[config.mk]
export PLATFORM = sky130hd
export DESIGN_NAME = edc_ctrl
export DESIGN_NICKNAME = d
export VERILOG_FILES = /design/src/pkg/edc_pkg.sv /design/src/rtl/edc_timer.sv /design/src/rtl/edc_ctrl.sv
export VERILOG_INCLUDE_DIRS = /design/src /design/src/pkg
export SDC_FILE = /design/constraint.sdc
export NUM_CORES = 1
export LEC_CHECK = 0
export BUFFER_PORTS_ARGS = -buffer_cell sky130_fd_sc_hd__buf_4
export CORE_MARGIN = 4
export CORE_UTILIZATION = 39
export CTS_BUF_LIST = sky130_fd_sc_hd__clkbuf_4
export DETAILED_ROUTE_END_ITERATION = 8
export GPL_TIMING_DRIVEN = 0
export HOLD_SLACK_MARGIN = 0.12
export SLEW_MARGIN = 20
export SYNTH_ARGS = -nofsm -noshare
export SYNTH_HDL_FRONTEND = slang
export SYNTH_SLANG_ARGS = --single-unit
[constraint.sdc]
create_clock -name CLOCK -period 8.4 [get_ports CLOCK]
set_input_delay 1.68 -clock CLOCK [delete_from_list [all_inputs] [get_ports CLOCK]]
set_output_delay 1.68 -clock CLOCK [all_outputs]
set_load 0.01 [all_outputs]
[src/pkg/edc_defines.svh]
`ifndef EDC_DEFINES_SVH
`define EDC_DEFINES_SVH

// ----------------------------------------------------------------
// Geometry
// ----------------------------------------------------------------
`define EDC_ADDR_W        10
`define EDC_DATA_W        16
`define EDC_ROWS          1024
`define EDC_INIT_CYCLES   8

// ----------------------------------------------------------------
// Timing in ns, refresh period in ms, power-up pause in us (slowest grade used as default)
// ----------------------------------------------------------------
`define EDC_CLK_NS        10
`define EDC_TRAS_NS       60
`define EDC_TRP_NS        40
`define EDC_TCAC_NS       15
`define EDC_TAA_NS        30
`define EDC_TRAC_NS       60
`define EDC_TPC_NS        25
`define EDC_TRC_NS        104
`define EDC_TRCD_NS       20
`define EDC_TCP_NS        10
`define EDC_REF_MS        16
`define EDC_PWRUP_US      200

// ----------------------------------------------------------------
// Derived cycle counts (minimums round up)
// ----------------------------------------------------------------
`define EDC_CYC_UP(ns)    (((ns) + `EDC_CLK_NS - 1) / `EDC_CLK_NS)
`define EDC_TRAS_CYC      `EDC_CYC_UP(`EDC_TRAS_NS)
`define EDC_TRP_CYC       `EDC_CYC_UP(`EDC_TRP_NS)
`define EDC_TRCD_CYC      `EDC_CYC_UP(`EDC_TRCD_NS)
`define EDC_TCAS_CYC      `EDC_CYC_UP(`EDC_TRAC_NS - `EDC_TRCD_NS)
`define EDC_TCP_CYC       `EDC_CYC_UP(`EDC_TCP_NS)
`define EDC_TRC_CYC       `EDC_CYC_UP(`EDC_TRC_NS)
// Refresh interval per row rounds down (a longest time)
`define EDC_REFI_CYC      ((`EDC_REF_MS * 1000000) / `EDC_ROWS / `EDC_CLK_NS)
`define EDC_PWRUP_CYC     (`EDC_PWRUP_US * 1000 / `EDC_CLK_NS)

`endif

[src/pkg/edc_pkg.sv]
package edc_pkg;

    // Controller sequencer states
    typedef enum logic [3:0] {
        ST_PWRUP,
        ST_INIT,
        ST_IDLE,
        ST_ROW,
        ST_RCD,
        ST_COL,
        ST_CPRE,
        ST_RAS_HOLD,
        ST_CBR_CAS,
        ST_CBR_RAS,
        ST_PRE
    } edc_state_e;

    typedef logic [15:0] edc_cnt_t;

endpackage : edc_pkg

[src/rtl/edc_timer.sv]
`timescale 1ns/100ps
`include "edc_defines.svh"

// Down counter used for strobe timing except the row active minimum
module edc_timer
#(
    parameter int W = 16
)
(
    // Clock and reset
    input  wire logic         CLOCK,
    input  wire logic         RST,
    // Control
    input  wire logic         load,
    input  wire logic [W-1:0] value,
    // Status
    output logic              done
);

    logic [W-1:0] cnt_r;    // Remaining cycles

    // ----------------------------------------------------------------
    // Counter
    // ----------------------------------------------------------------
    always_ff @(posedge CLOCK or posedge RST)
    begin
        if (RST)
            cnt_r <= '0;
        else if (load)
            cnt_r <= value;
        else if (cnt_r != '0)
            cnt_r <= cnt_r - W'(1);
    end

    // Done once the count has run out
    assign done = (cnt_r == '0);

endmodule : edc_timer

[src/rtl/edc_ctrl.sv]
`timescale 1ns/100ps
`include "edc_defines.svh"

module edc_ctrl
#(
    parameter int PWRUP_CYC = `EDC_PWRUP_CYC,
    parameter int REFI_CYC  = `EDC_REFI_CYC
)
(
    // Clock and reset
    input  wire logic        CLOCK,
    input  wire logic        RST,
    // User request
    input  wire logic        REQ_VALID,
    input  wire logic        REQ_WRITE,
    input  wire logic [19:0] REQ_ADDR,
    input  wire logic [1:0]  REQ_BE,
    input  wire logic [15:0] REQ_WDATA,
    input  wire logic        REQ_PAGE,
    output logic             REQ_READY,
    // User read answer
    output logic             RSP_VALID,
    output logic [15:0]      RSP_RDATA,
    output logic             INIT_DONE,
    // Memory pins
    output logic             ROW_STROBE_N,
    output logic             LOW_BYTE_COL_STROBE_N,
    output logic             HIGH_BYTE_COL_STROBE_N,
    output logic             WRITE_SELECT_N,
    output logic             OUTPUT_GATE_N,
    output logic [9:0]       ADDR,
    input  wire logic [15:0] DQ_IN,
    output logic [15:0]      DQ_OUT,
    output logic [15:0]      DQ_OE
);

    // ----------------------------------------------------------------
    // Declarations
    // ----------------------------------------------------------------
    edc_pkg::edc_state_e st_r, st_nxt;     // Sequencer state
    logic [15:0]  t_val;                   // Timer load value
    logic         t_load;                  // Timer load strobe
    logic         t_done;                  // Timer expired
    logic [15:0]  ras_cnt_r;               // Cycles row strobe low
    logic [15:0]  ref_cnt_r;               // Refresh interval counter
    logic         ref_pend_r;              // Refresh owed
    logic [3:0]   init_cnt_r;              // Init cycles issued
    logic [9:0]   open_row_r;              // Row currently open
    logic         wr_r;                    // Current access is write
    logic [1:0]   be_r;                    // Current byte lanes
    logic [9:0]   col_r;                   // Current column
    logic [15:0]  wd_r;                    // Current write data
    logic         ras_r, low_byte_col_strobe_r, high_byte_col_strobe_r;   // Strobe registers, active high
    logic         we_r, oe_r;              // Write and gate, active high
    logic [9:0]   addr_r;                  // Address pins
    logic         rv_r;                    // Read answer pulse
    logic [15:0]  rd_r;                    // Read answer data
    logic         rdy_r;                   // Ready register
    logic         idone_r;                 // Init done register
    logic         ras_ok;                  // Row active minimum met
    logic         page_hit;                // Request may stay in row
    logic         take;                    // Request accepted
    logic         ref_due;                 // Refresh interval elapsed
    logic         pwr_first_r;             // First cycle after reset
    logic         pwr_load;                // Load power-up pause
    logic [15:0]  pwr_val;                 // Power-up pause value

    // ----------------------------------------------------------------
    // Timing helpers
    // ----------------------------------------------------------------
    assign ras_ok   = (ras_cnt_r >= 16'(`EDC_TRAS_CYC));
    assign page_hit = REQ_PAGE && (REQ_ADDR[19:10] == open_row_r);
    assign take     = REQ_VALID && rdy_r;
    assign ref_due  = (ref_cnt_r == 16'(REFI_CYC - 1));
    assign pwr_load = pwr_first_r;
    assign pwr_val  = 16'(PWRUP_CYC);

    edc_timer #(.W(16)) u_timer
    (
        .CLOCK (CLOCK),
        .RST   (RST),
        .load  (t_load),
        .value (t_val),
        .done  (t_done)
    );

    // ----------------------------------------------------------------
    // Next state and timer loads
    // ----------------------------------------------------------------
    always_comb
    begin
        st_nxt = st_r;
        t_load = 1'b0;
        t_val  = '0;
        case (st_r)
            edc_pkg::ST_PWRUP:
                if (pwr_load)
                begin
                    t_load = 1'b1;                      // Start the power-up pause
                    t_val  = pwr_val;
                end
                else if (t_done)
                    st_nxt = edc_pkg::ST_CBR_CAS;
            edc_pkg::ST_IDLE:                           // Precharge met in ST_PRE
                if (take)
                    st_nxt = edc_pkg::ST_ROW;           // Only a captured request opens a row
                else if (ref_pend_r || !idone_r)
                    st_nxt = edc_pkg::ST_CBR_CAS;
            edc_pkg::ST_ROW:                            // Row address out; row strobe falls entering ST_RCD
            begin
                st_nxt = edc_pkg::ST_RCD;
                t_load = 1'b1;
                t_val  = 16'(`EDC_TRCD_CYC - 1);
            end
            edc_pkg::ST_RCD:                            // row to column
                if (t_done)
                begin
                    st_nxt = edc_pkg::ST_COL;
                    t_load = 1'b1;
                    t_val  = 16'(`EDC_TCAS_CYC - 1);
                end
            edc_pkg::ST_COL:
                if (t_done)
                begin
                    st_nxt = edc_pkg::ST_CPRE;
                    t_load = 1'b1;
                    t_val  = 16'(`EDC_TCP_CYC - 1);
                end
            edc_pkg::ST_CPRE:
                if (t_done)
                begin
                    if (take)
                        st_nxt = edc_pkg::ST_RCD;       // gap cycle loads new column
                    else
                        st_nxt = edc_pkg::ST_RAS_HOLD;
                    t_load = 1'b1;
                    t_val  = '0;
                end
            edc_pkg::ST_RAS_HOLD:
                if (ras_ok)
                begin
                    st_nxt = edc_pkg::ST_PRE;
                    t_load = 1'b1;
                    t_val  = 16'(`EDC_TRC_CYC - `EDC_TRAS_CYC);
                end
            edc_pkg::ST_CBR_CAS:                        // column first
            begin
                st_nxt = edc_pkg::ST_CBR_RAS;
            end
            edc_pkg::ST_CBR_RAS:
                if (ras_ok)
                begin
                    st_nxt = edc_pkg::ST_PRE;
                    t_load = 1'b1;
                    t_val  = 16'(`EDC_TRC_CYC - `EDC_TRAS_CYC);
                end
            edc_pkg::ST_PRE:
                if (t_done)
                    st_nxt = edc_pkg::ST_IDLE;
            default:
                st_nxt = edc_pkg::ST_IDLE;
        endcase
    end

    // ----------------------------------------------------------------
    // State register and first-cycle flag
    // ----------------------------------------------------------------

    always_ff @(posedge CLOCK or posedge RST)
    begin
        if (RST)
        begin
            st_r        <= edc_pkg::ST_PWRUP;
            pwr_first_r <= 1'b1;
        end
        else
        begin
            st_r        <= st_nxt;
            pwr_first_r <= 1'b0;
        end
    end

    // ----------------------------------------------------------------
    // Row active and refresh counters
    // ----------------------------------------------------------------
    always_ff @(posedge CLOCK or posedge RST)
    begin
        if (RST)
        begin
            ras_cnt_r  <= '0;
            ref_cnt_r  <= '0;
            ref_pend_r <= 1'b0;
            init_cnt_r <= '0;
        end
        else
        begin
            ras_cnt_r <= ras_r ? ras_cnt_r + 16'(1) : '0;
            ref_cnt_r <= ref_due ? '0 : ref_cnt_r + 16'(1);
            if (ref_due)
                ref_pend_r <= 1'b1;                         // Set wins over clear
            else if (st_r == edc_pkg::ST_CBR_CAS && idone_r)
                ref_pend_r <= 1'b0;
            if (st_r == edc_pkg::ST_CBR_CAS && !idone_r)
                init_cnt_r <= init_cnt_r + 4'(1);
        end
    end

    // ----------------------------------------------------------------
    // Request capture
    // ----------------------------------------------------------------
    always_ff @(posedge CLOCK or posedge RST)
    begin
        if (RST)
        begin
            wr_r       <= 1'b0;
            be_r       <= '0;
            col_r      <= '0;
            wd_r       <= '0;
            open_row_r <= '0;
        end
        else if (take)
        begin
            wr_r       <= REQ_WRITE;
            be_r       <= REQ_BE;
            col_r      <= REQ_ADDR[9:0];
            wd_r       <= REQ_WDATA;
            open_row_r <= REQ_ADDR[19:10];
        end
    end

    // Ready in idle and at column precharge for page hits
    assign REQ_READY = rdy_r;

    // ----------------------------------------------------------------
    // Pin registers
    // ----------------------------------------------------------------
    logic col_phase;   // Column strobe active from the next cycle
    assign col_phase = (st_nxt == edc_pkg::ST_COL);

    always_ff @(posedge CLOCK or posedge RST)
    begin
        if (RST)
        begin
            ras_r   <= 1'b0;
            low_byte_col_strobe_r  <= 1'b0;
            high_byte_col_strobe_r  <= 1'b0;
            we_r    <= 1'b0;
            oe_r    <= 1'b0;
            addr_r  <= '0;
            rv_r    <= 1'b0;
            rd_r    <= '0;
            rdy_r   <= 1'b0;
            idone_r <= 1'b0;
        end
        else
        begin
            ras_r  <= (st_nxt inside {edc_pkg::ST_RCD, edc_pkg::ST_COL, edc_pkg::ST_CPRE,
                      edc_pkg::ST_RAS_HOLD, edc_pkg::ST_CBR_RAS, edc_pkg::ST_ROW})
                      && st_nxt != edc_pkg::ST_ROW || st_nxt == edc_pkg::ST_CBR_RAS;
            low_byte_col_strobe_r <= (col_phase && be_r[0]) ||
                      (st_nxt inside {edc_pkg::ST_CBR_CAS, edc_pkg::ST_CBR_RAS});
            high_byte_col_strobe_r <= (col_phase && be_r[1]) ||
                      (st_nxt inside {edc_pkg::ST_CBR_CAS, edc_pkg::ST_CBR_RAS});
            we_r   <= col_phase && wr_r;
            oe_r   <= col_phase && !wr_r;
            if (st_nxt == edc_pkg::ST_ROW || st_nxt == edc_pkg::ST_RCD)
                addr_r <= open_row_r;
            else if (st_nxt == edc_pkg::ST_COL)
                addr_r <= col_r;
            rv_r <= (st_r == edc_pkg::ST_COL) && t_done && !wr_r;
            if ((st_r == edc_pkg::ST_COL) && t_done && !wr_r)
                rd_r <= DQ_IN;
            rdy_r <= !rdy_r && ((st_nxt == edc_pkg::ST_IDLE && !ref_pend_r && idone_r)
                     || (st_nxt == edc_pkg::ST_CPRE && REQ_VALID && page_hit
                         && !ref_pend_r));
            if (init_cnt_r >= 4'(`EDC_INIT_CYCLES))
                idone_r <= 1'b1;
        end
    end

    // ----------------------------------------------------------------
    // Write data drive: only during write columns
    // ----------------------------------------------------------------
    logic [15:0] dq_o_r;   // Data out register
    logic [15:0] dq_e_r;   // Lane enables
    always_ff @(posedge CLOCK or posedge RST)
    begin
        if (RST)
        begin
            dq_o_r <= '0;
            dq_e_r <= '0;
        end
        else
        begin
            dq_o_r <= wd_r;
            dq_e_r <= {{8{col_phase && wr_r && be_r[1]}},
                       {8{col_phase && wr_r && be_r[0]}}};
        end
    end

    // ----------------------------------------------------------------
    // Output assignments
    // ----------------------------------------------------------------
    assign ROW_STROBE_N           = !ras_r;
    assign LOW_BYTE_COL_STROBE_N  = !low_byte_col_strobe_r;
    assign HIGH_BYTE_COL_STROBE_N = !high_byte_col_strobe_r;
    assign WRITE_SELECT_N         = !we_r;
    assign OUTPUT_GATE_N          = !oe_r;
    assign ADDR                   = addr_r;
    assign DQ_OUT                 = dq_o_r;
    assign DQ_OE                  = dq_e_r;
    assign RSP_VALID              = rv_r;
    assign RSP_RDATA              = rd_r;
    assign INIT_DONE              = idone_r;

endmodule : edc_ctrl

==> impl_metrics.tcl <==
set metrics [dict create \
    final_antenna_net_count 0 \
    timing.final.crit_period_ns 3.33 \
    die_x_um 140 \
    number_of_buffers_added_for_setup_after_cts 0 \
    gp_routability_congestion 0.865 \
    syn_area_um2 6750 \
    finalMaxSlewViolations 0 \
    max_freq_mhz 301 \
    cellPowerDensity_nw_per_um2 152 \
    stdcell_count 968 \
    vias_per_cell 5.01 \
    drv.max_cap_violation_count 0 \
    leakage_nw 4.23 \
    timing.critical_path.fanout_max 10 \
    slowest_delay_ns 0.39 \
    timing.critical_path.required_ns 6.72 \
    num_antenna_cells 0 \
    crit_slowest_cell "sky130_fd_sc_hd__dfrtp_1" \
    worstSetupPathType "flip-flop to output port" \
    cts.clk_slew.worst_paths_ns 0.14 \
    drt-initial-drc-count 218 \
    finClkSkew_ns 0.0214 \
    critical_path.top_delay_family "buffers and inverters" \
    dp_hpwl_um 11000 \
    ys.flop_type "sky130_fd_sc_hd__dfrtp_1" \
    number_of_global_route_vias_before_repair 5075 \
    pin_count_of_the_biggest_net_entering_global_routing 100 \
    cp_capture_type "output port" \
    drt_wirelength_um 15100 \
    period_share 0.396 \
    grt_setup_unrepaired "no" \
    clk_latency_ns 0.56 \
    ioPinCount 125 \
    timing.critical_path.from_type "flip-flop" \
    grt_usage 0.158 \
    postSynthAreaPerCell_um2 11.4 \
    dieArea_um2 19500 \
    synth_sequential_area_ratio 0.552 \
    synth-seq-cells 149 \
    cts_resized 0 \
    yosysTopAreaCell "sky130_fd_sc_hd__dfrtp_1" \
    post_drt_wl_per_cell_um 15.5 \
    routed-via-count 4854 \
    slew-limit-headroom 0.426 \
    yosys-top-cells-area "sky130_fd_sc_hd__dfrtp_1, sky130_fd_sc_hd__mux2_2, sky130_fd_sc_hd__xor2_1, sky130_fd_sc_hd__nor2_1, sky130_fd_sc_hd__xnor2_1" \
    layout.core_utilization 0.498 \
    setup-violations-final 0 \
    synthesis.yosys.warnings 0 \
    die_h_um 140 \
    firstDrtPassIters 4 \
    hold_buffers 0 \
    synthToLayoutAreaGrowth_pct 23.5 \
    result_of_the_run "finished, final reports clean" \
    ir_drop_uv 123 \
    cts-root-to-sink-buffers 2 \
    async_reset_ff_frac 1.00 \
    yosys.cell_types.count 59 \
    power.total_mw 1.27 \
    post_synth_inst_count 591 \
    initial_core_util 0.403 \
    cts_tree "yes" \
    numnets_final 801 \
    ctsHtreeMaxLevel 4 \
    numPlacedInstances 936 \
    hold_path_class "flip-flop to flip-flop" \
    setup_tns_ns 0 \
    synth_edf_count 0 \
    core-area_um2 16800 \
    cts.root.buffer_cell "sky130_fd_sc_hd__clkbuf_4" \
    antenna_found_initial 0 \
    final-hold-violation-count 0 \
    remaining_drc_errors 0 \
    tritoncts_sinks 149 \
    worstMarginPinSlew_ns 0.850 \
    dpl_cell_area_um2 8000 \
    fin_worst_hold_slack_ns 0.389 \
    cp_cell_sequence "clkinv_1, buf_1, buf_4" \
    syn-num-nets 657 \
    core.rowCount 47 \
    worstPathBufferInverterCount 3 \
    yosysTopAreaCellShare 0.548 \
    cts-buffers-inserted 17 \
    place_worst_setup_slack_ns 4.85 \
    crit_arrival_ns 1.65 \
    global_route_wire_length_before_repair_um 25100 \
    post-route-worst-setup-slack_ns 5.07 \
    final_layout_size_suffix_gt1_frac 0.330 \
    layout.cell_area.non_filler_um2 8340 \
    grt_overflow_total 0 \
    port-buffer-count 124 \
]
[cells in the final DEF, fill, tap and decap left out, types with 14 or more instances in the layout]
| cell type | synthesis | layout |
|---|---|---|
| sky130_fd_sc_hd__dfrtp_1 | 148 | 148 |
| sky130_fd_sc_hd__nor2_1 | 63 | 63 |
| sky130_fd_sc_hd__clkbuf_4 | 0 | 17 |
| sky130_fd_sc_hd__mux2_2 | 55 | 55 |
| sky130_fd_sc_hd__a211oi_1 | 21 | 21 |
| sky130_fd_sc_hd__nand2_1 | 30 | 30 |
| sky130_fd_sc_hd__xor2_1 | 28 | 28 |
| sky130_fd_sc_hd__inv_1 | 15 | 14 |
| sky130_fd_sc_hd__xnor2_1 | 20 | 20 |
| sky130_fd_sc_hd__buf_4 | 14 | 138 |
| sky130_fd_sc_hd__nor3_1 | 21 | 21 |
| sky130_fd_sc_hd__a21oi_1 | 14 | 14 |
[registers in the layout, indices dropped and copies added, names as in the netlist, 2 cells and up]
name	cells
ADDR	10
DQ_OE	2
DQ_OUT	16
RSP_RDATA	16
be_r	2
col_r	10
init_cnt_r	4
open_row_r	10
ras_cnt_r	16
ref_cnt_r	16
st_r	4
u_timer.cnt_r	16
wd_r	16
[metal layers]
| metal | wire, um | track usage | vias up |
|---|---|---|---|
| met5 | 0 | 0 | - |
| met3 | 991 | 0.0635 | 9 |
| li1 | - | - | 2365 |
| met4 | 109 | 0.0377 | 0 |
| met2 | 7210 | 0.251 | 104 |
| met1 | 6740 | 0.203 | 2376 |
[power by group]
group,internal [mW],switching (mW)
logic,0.0200,0.0198
clock network,0.221,0.292
registers,0.718,0.000129
total,0.959,0.312
[kinds of logic (layout without fill, tap and decap cells)]
kind of cell / after synthesis / count (layout) / share of synthesized area
simple gates: 207 / 207 / 0.165
flops: 149 / 149 / 0.552
compound gates: 69 / 69 / 0.0719
mux: 58 / 58 / 0.0961
buf+inv: 52 / 209 / 0.0389
xor+xnor: 48 / 48 / 0.0622
fa+ha+maj: 7 / 7 / 0.0130
other cells: 1 / 1 / 0.000555
[area by class of cell]
type / instances / area [um2]
sequential: 149 / 3730
clock inverter: 15 / 210
multi-input combinational: 390 / 2770
clock buffer: 17 / 128
inverter: 16 / 67.6
timing repair buffer: 125 / 958
buffer: 36 / 203
fill: 1551 / 8420
tap: 220 / 275
[cell usage after synthesis, drive strengths merged (2+ instances only)]
cell type / instances
dfrtp: 148
nor2: 63
mux2: 55
nand2: 30
xor2: 28
buf: 27
nor3: 22
a211oi: 21
xnor2: 20
inv: 15
a21oi: 14
nand3: 13
and2: 12
nor4b: 12
nand4: 10
and3: 9
clkbuf: 9
nor4: 8
ha: 7
o21ai: 6
or3: 6
a21o: 5
nand2b: 5
or4: 4
a21boi: 3
mux2i: 3
nor3b: 3
o21a: 3
or2: 3
a31oi: 2
and4: 2
and4b: 2
o211ai: 2
o221ai: 2
o22ai: 2
o31a: 2
[final timing paths]
| check | startpoint | to | slack [ns] | cells past startpoint |
|---|---|---|---|---|
| hold / removal | wd_r[13]$_DFFE_PP0P_ | DQ_OUT[13]$_DFF_PP0_ | 0.39 | 0 |
| hold reg to reg | wd_r[13]$_DFFE_PP0P_ | DQ_OUT[13]$_DFF_PP0_ | 0.39 | 0 |
| min in group asynchronous | RST | wd_r[3]$_DFFE_PP0P_ | 1.09 | 2 |
| max in group asynchronous | RST | DQ_OE[7]$_DFF_PP0_ | 6.50 | 3 |
| setup reg to reg | u_timer.cnt_r[6]$_DFFE_PP0P_ | REQ_READY$_DFF_PP0_ | 5.38 | 7 |
| setup / recovery | ras_r$_DFF_PP0_ | ROW_STROBE_N | 5.07 | 3 |
No activity file was read; power rests on OpenSTA's default activity.
